`src/logic/smr_consts.svh`:
```
/*
 * smr_consts.svh: register offsets, field positions, reset values and
 * timing counts for the sdram mux / refresh / card strobe block.
 * Assumes inclusion by bare name from the design and bench files.
 */
`ifndef SMR_CONSTS_SVH
`define SMR_CONSTS_SVH

// apb byte offsets, one aligned word per register
`define SMR_OFS_MEM_CTL 8'h00
`define SMR_OFS_CARD_CTL 8'h04
`define SMR_OFS_WAIT_TWO 8'h08
`define SMR_OFS_STATUS 8'h0c

// memory_control fields
`define SMR_MC_MUX_HI 6
`define SMR_MC_MUX_LO 3
`define SMR_MC_REFRESH_ON 2
`define SMR_MC_REFRESH_KIND 1
`define SMR_MC_RESET 16'h0000

// card_strobe_control fields
`define SMR_CC_AREA6_WAIT_HI 15
`define SMR_CC_AREA5_WAIT_HI 14
`define SMR_CC_RSVD_MASK 16'hcfff
`define SMR_CC_RESET 16'h0000

// wait_control_two: area5 low wait bits [2:0], area6 [5:3]
`define SMR_W2_AREA5_LO 0
`define SMR_W2_AREA6_LO 3
`define SMR_W2_RESET 16'h003f

// row address multiplex codes
`define SMR_MUX_4MX16 4'hd
`define SMR_MUX_8MX16 4'he
`define SMR_MUX_1MX16 4'h4
`define SMR_MUX_2MX8 4'h5
`define SMR_MUX_512KX32 4'h7

// one bus state is two clk cycles, so a half state is one cycle
`define SMR_CLKS_PER_STATE 2
`define SMR_BURST_STATES_CODE0 2

`endif

```
`src/logic/smr_pkg.sv`:
```
/*
 * smr_pkg: types shared by the block and its bench.
 * Assumes smr_consts.svh supplies the numeric constants.
 */
package smr_pkg;

   typedef enum logic [1:0] {
      SMR_RF_IDLE,
      SMR_RF_SELF
   } smr_refresh_state_t;

   typedef enum logic [1:0] {
      SMR_CD_IDLE,
      SMR_CD_SETUP,
      SMR_CD_STROBE,
      SMR_CD_HOLD
   } smr_card_state_t;

   // one card access request, valid for one cycle
   typedef struct packed {
      logic valid;
      logic area6;
      logic write;
      logic [3:0] beats;
   } smr_card_req_t;

   // card strobes oe_b and we_b active low, busy and done active high
   typedef struct packed {
      logic oe_b;
      logic we_b;
      logic busy;
      logic done;
   } smr_card_strobe_t;

endpackage

```
`src/logic/smr_ctrl.sv`:
```
/*
 * smr_ctrl: sdram row address multiplexer, refresh sequencing and the
 * card strobe timing for areas 5 and 6, with an apb register slave.
 * Assumes all inputs synchronous to clk_in; the refresh timer lives
 * outside and delivers refresh_req_in pulses; rst_b_in is power-on.
 */
// How it works
// - mux code 4Mx16 starts row at A10
// - mux code 8Mx16 starts row at A11
// - mux code 1Mx16 starts row at A9
// - mux code 2Mx8/2Mx16 starts row at A10
// - mux code 512kx32 starts row at A9
// - refresh off by default; timer becomes interval
// - auto refresh on each timer request
// - refresh waits for running bus cycle
// - self refresh entered after bus cycle
// - requests dropped while in self refresh
// - memory control bit zero reads zero
// - card register cleared only by power-on
// - strobe width follows area wait code
// - wait code table, wait pin ignored on code0 first beat
// - burst beats take wait plus one, code0 two states
// - area 5 uses the same mapping
// - card register bits 13:12 read zero
// - assert delay is code plus half
// - address hold is code plus half
`timescale 1ns/100ps
`include "smr_consts.svh"

module smr_ctrl #(
   parameter int ADDR_W = 26,
   parameter int ROW_W = 14
) (
   input wire logic clk_in,
   input wire logic rst_b_in,
   input wire logic manual_rst_b_in,
   input wire logic psel_in,
   input wire logic penable_in,
   input wire logic pwrite_in,
   input wire logic [7:0] paddr_in,
   input wire logic [31:0] pwdata_in,
   output logic [31:0] prdata_out,
   output logic pready_out,
   output logic pslverr_out,
   input wire logic [ADDR_W-1:0] addr_in,
   input wire logic row_phase_in,
   output logic [ROW_W-1:0] sdram_addr_out,
   input wire logic bus_busy_in,
   input wire logic refresh_req_in,
   output logic refresh_cmd_out,
   output logic self_refresh_out,
   input wire smr_pkg::smr_card_req_t card_req_in,
   input wire logic card_wait_b_in,
   output smr_pkg::smr_card_strobe_t card_out
);
   import smr_pkg::*;

   logic [15:1] mem_ctl;
   logic [15:0] card_ctl;
   logic [15:0] wait_two;
   logic interval_flag;
   logic refresh_pending;
   smr_refresh_state_t rf_state;
   smr_card_state_t cd_state;
   logic [7:0] cd_cnt;
   logic [3:0] cd_beats;
   logic cd_first;
   logic cd_area6;
   logic cd_write;
   logic [3:0] cd_code;
   // first-cycle wait states for a 4-bit wait code
   function automatic logic [5:0] wait_states(input logic [3:0] code);
      case (code)
         4'h0: wait_states = 6'h00;
         4'h1: wait_states = 6'h01;
         4'h2: wait_states = 6'h02;
         4'h3: wait_states = 6'h03;
         4'h4: wait_states = 6'h04;
         4'h5: wait_states = 6'h06;
         4'h6: wait_states = 6'h08;
         4'h7: wait_states = 6'h0a;
         4'h8: wait_states = 6'h0c;
         4'h9: wait_states = 6'h0e;
         4'ha: wait_states = 6'h12;
         4'hb: wait_states = 6'h16;
         4'hc: wait_states = 6'h1a;
         4'hd: wait_states = 6'h1e;
         4'he: wait_states = 6'h22;
         default: wait_states = 6'h26;
      endcase
   endfunction
   // row start bit for a mux code, zero for codes that are not defined
   function automatic logic [4:0] row_start(input logic [3:0] code);
      case (code)
         `SMR_MUX_4MX16: row_start = 5'h0a;
         `SMR_MUX_8MX16: row_start = 5'h0b;
         `SMR_MUX_1MX16: row_start = 5'h09;
         `SMR_MUX_2MX8: row_start = 5'h0a;
         `SMR_MUX_512KX32: row_start = 5'h09;
         default: row_start = 5'h00;
      endcase
   endfunction
   // area code: card register high bit over the three low wait bits
   function automatic logic [3:0] area_code(input logic a6,
                                            input logic [15:0] cc,
                                            input logic [15:0] w2);
      if (a6) begin
         area_code = {cc[`SMR_CC_AREA6_WAIT_HI],
                      w2[`SMR_W2_AREA6_LO +: 3]};
      end else begin
         area_code = {cc[`SMR_CC_AREA5_WAIT_HI],
                      w2[`SMR_W2_AREA5_LO +: 3]};
      end
   endfunction
   logic [3:0] mux_code;
   logic [4:0] start_bit;
   logic mux_ok;
   logic refresh_on;
   logic refresh_kind;
   assign mux_code = mem_ctl[`SMR_MC_MUX_HI:`SMR_MC_MUX_LO];
   assign start_bit = row_start(mux_code);
   assign mux_ok = (start_bit != 5'h00);
   assign refresh_on = mem_ctl[`SMR_MC_REFRESH_ON];
   assign refresh_kind = mem_ctl[`SMR_MC_REFRESH_KIND];
   // apb decode; zero wait states, so pready is always high
   logic wr_en, setup, mapped;
   assign setup = psel_in & ~penable_in;
   assign mapped = (paddr_in[1:0] == 2'b00) & (paddr_in <= `SMR_OFS_STATUS);
   assign wr_en = psel_in & penable_in & pwrite_in;
   assign pready_out = 1'b1;
   assign pslverr_out = psel_in & penable_in & ~mapped;
   // configuration registers: power-on reset only, manual reset keeps them
   always_ff @(posedge clk_in or negedge rst_b_in) begin
      if (!rst_b_in) begin
         mem_ctl <= 15'(`SMR_MC_RESET >> 1);
         card_ctl <= `SMR_CC_RESET;
         wait_two <= `SMR_W2_RESET;
      end else if (wr_en) begin
         case (paddr_in)
            `SMR_OFS_MEM_CTL: mem_ctl <= pwdata_in[15:1];
            `SMR_OFS_CARD_CTL: begin
               card_ctl <= pwdata_in[15:0] & `SMR_CC_RSVD_MASK;
            end
            `SMR_OFS_WAIT_TWO: wait_two <= {10'h000, pwdata_in[5:0]};
            default: ;
         endcase
      end
   end
   // read data sampled in the setup phase, stable through access
   logic [15:0] status;
   assign status = {11'h000, ~mux_ok, cd_state != SMR_CD_IDLE,
                    interval_flag, refresh_pending, self_refresh_out};
   always_ff @(posedge clk_in or negedge rst_b_in) begin
      if (!rst_b_in) begin
         prdata_out <= 32'h0000_0000;
      end else if (setup) begin
         case (paddr_in)
            `SMR_OFS_MEM_CTL: prdata_out <= {16'h0000, mem_ctl, 1'b0};
            `SMR_OFS_CARD_CTL: prdata_out <= {16'h0000, card_ctl};
            `SMR_OFS_WAIT_TWO: prdata_out <= {16'h0000, wait_two};
            `SMR_OFS_STATUS: prdata_out <= {16'h0000, status};
            default: prdata_out <= 32'h0000_0000;
         endcase
      end
   end
   // interval flag: timer requests while refresh is off; set beats clear
   logic interval_clr;
   assign interval_clr = wr_en & (paddr_in == `SMR_OFS_STATUS) &
                         pwdata_in[2];
   always_ff @(posedge clk_in or negedge rst_b_in) begin
      if (!rst_b_in) begin
         interval_flag <= 1'b0;
      end else if (refresh_req_in && !refresh_on) begin
         interval_flag <= 1'b1;
      end else if (interval_clr) begin
         interval_flag <= 1'b0;
      end
   end
   // row/column address out; undefined mux codes pass the address through
   logic [ADDR_W-1:0] shifted;
   assign shifted = addr_in >> (start_bit - 5'h01);
   always_ff @(posedge clk_in or negedge rst_b_in) begin
      if (!rst_b_in) begin
         sdram_addr_out <= '0;
      end else if (row_phase_in && mux_ok) begin
         sdram_addr_out <= shifted[ROW_W-1:0];
      end else begin
         sdram_addr_out <= addr_in[ROW_W-1:0];
      end
   end
   // refresh sequencing; self refresh swallows every request
   logic issue;
   assign issue = refresh_pending & ~bus_busy_in & refresh_on &
                  ~refresh_kind & (rf_state == SMR_RF_IDLE);
   always_ff @(posedge clk_in or negedge rst_b_in) begin
      if (!rst_b_in) begin
         refresh_pending <= 1'b0;
      end else if (!manual_rst_b_in || !refresh_on || refresh_kind) begin
         refresh_pending <= 1'b0;
      end else if (refresh_req_in) begin
         refresh_pending <= 1'b1;
      end else if (issue) begin
         refresh_pending <= 1'b0;
      end
   end

   always_ff @(posedge clk_in or negedge rst_b_in) begin
      if (!rst_b_in) begin
         refresh_cmd_out <= 1'b0;
      end else begin
         refresh_cmd_out <= issue & manual_rst_b_in;
      end
   end
   // self refresh entered only between bus cycles, left on mode change
   always_ff @(posedge clk_in or negedge rst_b_in) begin
      if (!rst_b_in) begin
         rf_state <= SMR_RF_IDLE;
      end else if (!manual_rst_b_in) begin
         rf_state <= SMR_RF_IDLE;
      end else begin
         case (rf_state)
            SMR_RF_IDLE: begin
               if (refresh_on && refresh_kind && !bus_busy_in) begin
                  rf_state <= SMR_RF_SELF;
               end
            end
            SMR_RF_SELF: begin
               if (!refresh_on || !refresh_kind) begin
                  rf_state <= SMR_RF_IDLE;
               end
            end
            default: rf_state <= SMR_RF_IDLE;
         endcase
      end
   end
   assign self_refresh_out = (rf_state == SMR_RF_SELF);
   // card access timing; a half state is one clk, a state is two
   logic [3:0] req_code;
   logic [7:0] first_cnt, burst_cnt;
   logic [2:0] ted, teh;
   logic wait_hold;
   assign req_code = area_code(card_req_in.area6, card_ctl, wait_two);
   assign first_cnt = 8'((wait_states(cd_code) + 6'h01) *
                         `SMR_CLKS_PER_STATE);
   assign burst_cnt = (cd_code == 4'h0) ?
                      8'(`SMR_BURST_STATES_CODE0 * `SMR_CLKS_PER_STATE) :
                      first_cnt;
   assign ted = cd_area6 ? {card_ctl[10], card_ctl[5:4]} :
                           {card_ctl[11], card_ctl[7:6]};
   assign teh = cd_area6 ? {card_ctl[8], card_ctl[1:0]} :
                           {card_ctl[9], card_ctl[3:2]};
   // wait pin honoured except on the first beat of code zero
   assign wait_hold = ~card_wait_b_in &
                      ~(cd_first && cd_code == 4'h0);

   always_ff @(posedge clk_in or negedge rst_b_in) begin
      if (!rst_b_in) begin
         cd_state <= SMR_CD_IDLE;
         cd_cnt <= 8'h00;
         cd_beats <= 4'h0;
         cd_first <= 1'b0;
         cd_area6 <= 1'b0;
         cd_write <= 1'b0;
         cd_code <= 4'h0;
      end else if (!manual_rst_b_in) begin
         cd_state <= SMR_CD_IDLE;
         cd_cnt <= 8'h00;
      end else begin
         case (cd_state)
            SMR_CD_IDLE: begin
               if (card_req_in.valid) begin
                  cd_area6 <= card_req_in.area6;
                  cd_write <= card_req_in.write;
                  cd_code <= req_code;
                  cd_beats <= (card_req_in.beats == 4'h0) ? 4'h1 :
                              card_req_in.beats;
                  cd_first <= 1'b1;
                  cd_cnt <= 8'h00;
                  cd_state <= SMR_CD_SETUP;
               end
            end
            SMR_CD_SETUP: begin
               // two ticks per code step plus the half state
               if (cd_cnt == {4'h0, ted, 1'b0}) begin
                  cd_cnt <= first_cnt;
                  cd_state <= SMR_CD_STROBE;
               end else begin
                  cd_cnt <= cd_cnt + 8'h01;
               end
            end
            SMR_CD_STROBE: begin
               if (cd_cnt > 8'h01) begin
                  cd_cnt <= cd_cnt - 8'h01;
               end else if (!wait_hold) begin
                  if (cd_beats > 4'h1) begin
                     cd_beats <= cd_beats - 4'h1;
                     cd_first <= 1'b0;
                     cd_cnt <= burst_cnt;
                  end else begin
                     cd_cnt <= 8'h00;
                     cd_state <= SMR_CD_HOLD;
                  end
               end
            end
            SMR_CD_HOLD: begin
               if (cd_cnt == {4'h0, teh, 1'b0}) begin
                  cd_state <= SMR_CD_IDLE;
               end else begin
                  cd_cnt <= cd_cnt + 8'h01;
               end
            end
            default: cd_state <= SMR_CD_IDLE;
         endcase
      end
   end
   // strobes registered so they carry no decode glitches
   always_ff @(posedge clk_in or negedge rst_b_in) begin
      if (!rst_b_in) begin
         card_out <= '{oe_b: 1'b1, we_b: 1'b1, busy: 1'b0, done: 1'b0};
      end else begin
         card_out.oe_b <= ~(cd_state == SMR_CD_STROBE && !cd_write);
         card_out.we_b <= ~(cd_state == SMR_CD_STROBE && cd_write);
         card_out.busy <= (cd_state != SMR_CD_IDLE);
         card_out.done <= (cd_state == SMR_CD_HOLD) && manual_rst_b_in &&
                          (cd_cnt == {4'h0, teh, 1'b0});
      end
   end

   logic strobe_on;
   assign strobe_on = (cd_state == SMR_CD_STROBE);
endmodule

```
`config.mk`:
```
export PLATFORM = sky130hd
export DESIGN_NAME = smr_ctrl
export DESIGN_NICKNAME = d
export VERILOG_FILES = /design/src/logic/smr_pkg.sv /design/src/logic/smr_ctrl.sv
export VERILOG_INCLUDE_DIRS = /design/src /design/src/logic
export SDC_FILE = /design/constraint.sdc
export NUM_CORES = 1
export LEC_CHECK = 0
export ABC_AREA = 1
export BUFFER_PORTS_ARGS = -buffer_cell sky130_fd_sc_hd__clkbuf_2
export CAP_MARGIN = 0
export CORE_ASPECT_RATIO = 1.1
export CORE_UTILIZATION = 34
export DETAILED_ROUTE_END_ITERATION = 12
export MAX_ROUTING_LAYER = met4
export PLACE_DENSITY = 0.54
export SYNTH_ARGS = -nofsm -noshare
export SYNTH_HDL_FRONTEND = slang
export SYNTH_SLANG_ARGS = --single-unit
export TNS_END_PERCENT = 30
```
`constraint.sdc`:
```
create_clock -name clk_in -period 3 [get_ports clk_in]
set_clock_uncertainty 0.2 [all_clocks]
set_input_delay 0.6 -clock clk_in [delete_from_list [all_inputs] [get_ports clk_in]]
set_output_delay 0.6 -clock clk_in [all_outputs]
set_load 0.05 [all_outputs]
```
==> results.md <==
- RSZ-0062 raised after global routing: no
- First-pass GRT wire length: roughly 27000 um
- Main combinational cell family by area after synthesis: simple AND/OR/NAND/NOR gates
- ANT nets after route: 0
- DPL Wire Length: 12790 um
- Drt pass-1 iters: 5
- CTS tree: yes
- Buffers on Ports: roughly 100
- Status: completed
- CORE AREA: around 17000 um^2
- Maximum capacitance violations: 0
- Initial antenna violation count: 0
- Post-synthesis adder-cell area fraction: a little under 3%
- Wire per inst: 13.98 um
- Most common cell after layout, fill and taps aside: nand2_1
- Width of the die: 129.4 um
- Post-route cell area: approximately 7000 um^2
- DR DRC count: 0
- Reg2Reg Setup Slack: between 0.3 and 0.4 ns
- Post-Synth XOR/XNOR Area: ~1.7%
- Synth area leader: dfrtp_1
- Die Area: 18380 um^2
- Final Slew Violations: 0
- Clock sinks: 94
- Die height: approximately 140 um
- Final Power: around 3.8 mW
- Clock Tree Buf Depth: 2
- Yosys top cell area share: 35.47%
- CP Class: reg -> reg
- Fmax: around 380 MHz
- Final net count: around 1100
- Htree depth: 3
- Register area share after synthesis: 38.94%
- Root buffer cell: clkbuf_16
- DRT met1 WL: about 8000 um
- Setup bufs post-CTS: 0
- Post-synthesis cell type count: 45
- Initial Utilization: 35.14%
- Synth area leaders: dfrtp_1, nand2_1, nand3_1
- Crit Path Max Fanout: 19
- Area post-placement: about 6700 um^2
- Post-synthesis simple-gate area fraction: 35.68%
- Overflow after GRT: 0
- Most frequent cells in the layout: nand2_1, nand3_1, clkbuf_2
- Final setup fails: 0
- # resized after CTS: 0
- Worst setup SP type: register
- WP data arrival: around 2.7 ns
- Syn Inst Count: about 870
- CTS buffer count: 9
- Largest net degree at the start of global routing: 50
- Setup_tns: 0 ns
- Top Ports: between 100 and 150
- Part of the cycle the worst path needs: ~87%
- Proportion of synthesized area in mux cells: 0.3712%
- PD cells: approximately 550 nW/um^2
- Post-synthesis cell area: 6067 um^2
- RD Place Congestion: ~0.87
- WL final: around 17000 um
- Via count: 5737
- Leakage power: ~3.8 nW
- Seq cells post-synth: 94
- Worst-path clk slew: roughly 0.070 ns
- Diode count: 0
- FP Rows: 50
- Worst-Skew Late Latency: about 0.36 ns
- Area delta synth->final: 15.61%
- Met2 wire len: about 8000 um
- Total Routing Usage GR: around a fifth
- Vias in the first global route: ~5500
- Crit path time final: 2.619 ns
- Initial drt markers: between 300 and 400
- Worst rel slew slack: between 50% and 60%
- Mean Syn Cell Area: approximately 7 um^2
- Synth warn: 0
- Post-DR vias/cell: approximately 4.8
- Maximum VDD drop: 0.2796 mV
- Final Hold Vio Count: 0
- Share of cells above drive strength 1: roughly 17%
- CP endpoint kind: register
- Worst EP required: 3.08 ns
- Hold Slack: about 0.055 ns
- Hold Path Class: in -> async
- Routed wl met3: roughly 600 um
- Cts-stage hold buffer count: 0
- Compound-Gate Fraction of Synth Area: 9.466%
- Top Layer Used: met4
- Slew @ Worst Pin: about 0.65 ns
-- flip-flops by register name, indices dropped and copies added, names as in the netlist --
name	flops
card_ctl	14
card_out	4
cd_area6	1
cd_beats	4
cd_cnt	8
cd_code	4
cd_first	1
cd_state	2
cd_write	1
interval_flag	1
mem_ctl	15
prdata_out	16
refresh_cmd_out	1
refresh_pending	1
rf_state	1
sdram_addr_out	14
wait_two	6
-- power by group --
group / internal, mW / switching [mW]
Clock: 0.591 / 0.532
Combinational: 0.376 / 0.839
Sequential: 1.38 / 0.110
Total: 2.35 / 1.48
-- path summary, 6_finish.rpt --
kind	startpoint	end	depth (start not counted)
setup / recovery	mem_ctl[3]$_DFFE_PN0P_	sdram_addr_out[5]$_DFF_PN0_	11
hold / removal	rst_b_in	prdata_out[9]$_DFFE_PN0P_	1
setup reg to reg	mem_ctl[3]$_DFFE_PN0P_	sdram_addr_out[5]$_DFF_PN0_	11
hold reg to reg	cd_write$_DFFE_PN0P_	card_out[2]$_DFF_PN1_	1
max in group asynchronous	rst_b_in	card_out[3]$_DFF_PN1_	2
min in group clk_in	cd_write$_DFFE_PN0P_	card_out[2]$_DFF_PN1_	1
-- routing by layer --
| metal | vias to the layer above | track usage [%] |
|---|---|---|
| met2 | 149 | 31.78 |
| met1 | 2615 | 25.75 |
| met4 | 0 | 6.563 |
| met3 | 20 | 2.669 |
| li1 | 2953 | - |
| met5 | - | - |
-- worst max-delay path: stages (launching register included) --
cell	delay (ns)
dfrtp_1	0.42
inv_2	0.09
nand4_2	0.11
nand2_1	0.12
inv_2	0.05
ha_1	0.28
clkinv_1	0.46
nand3_1	0.37
nand3_1	0.12
nand2_1	0.09
nand2_1	0.07
a21oi_1	0.15
-- cell usage after synthesis (all sizes together) --
master and n:
nand2 296, nand3 128, inv 98, dfrtp 86, o21ai 71, nor2 49, buf 36, a21oi 16
ha 14, clkbuf 11, nand4 10, xor2 10, dfstp 8, nor3 5, o22ai 4, or2 4
a22o 3, clkinv 3, o211ai 3, a2111oi 2, a21o 2, and3 2, conb 2, mux2 2
nand3b 2, xnor2 2, a211oi 1, nor3b 1, o221ai 1, o2bb2ai 1, o31ai 1
-- logic make-up (layout without fill, tap and decap cells) --
kind of cell	Yosys count	after routing
compound gates	105	105
xor+xnor	12	12
fa+ha+maj	14	14
buf+inv	148	228
flops	94	94
mux	2	2
other cells	2	17
simple gates	497	497
-- layout make-up --
cell class,instances,area (um^2)
Timing Repair Buffer,111,590.6
Sequential cell,94,2362
Multi-Input combinational cell,647,3105
Fill cell,1860,10250
Clock inverter,6,45.04
Clock buffer,10,239.0
Inverter,101,379.1
Tap cell,234,292.8
-- per-stage QoR --
| step | setup WS [ns] | utilization [%] | instances |
|---|---|---|---|
| 2_1_floorplan | 0.3809 | - | 889 |
| 3_3_place_gp | 0.3776 | 38.98 | 1187 |
| 3_5_place_dp | 0.3793 | 38.98 | 1187 |
| 4_1_cts | 0.3690 | 40.62 | 1203 |
| 5_1_grt | 0.1514 | 40.62 | 1203 |
| 6_report | 0.3813 | 40.62 | 1203 |
Power figures use the tool's default switching activity.
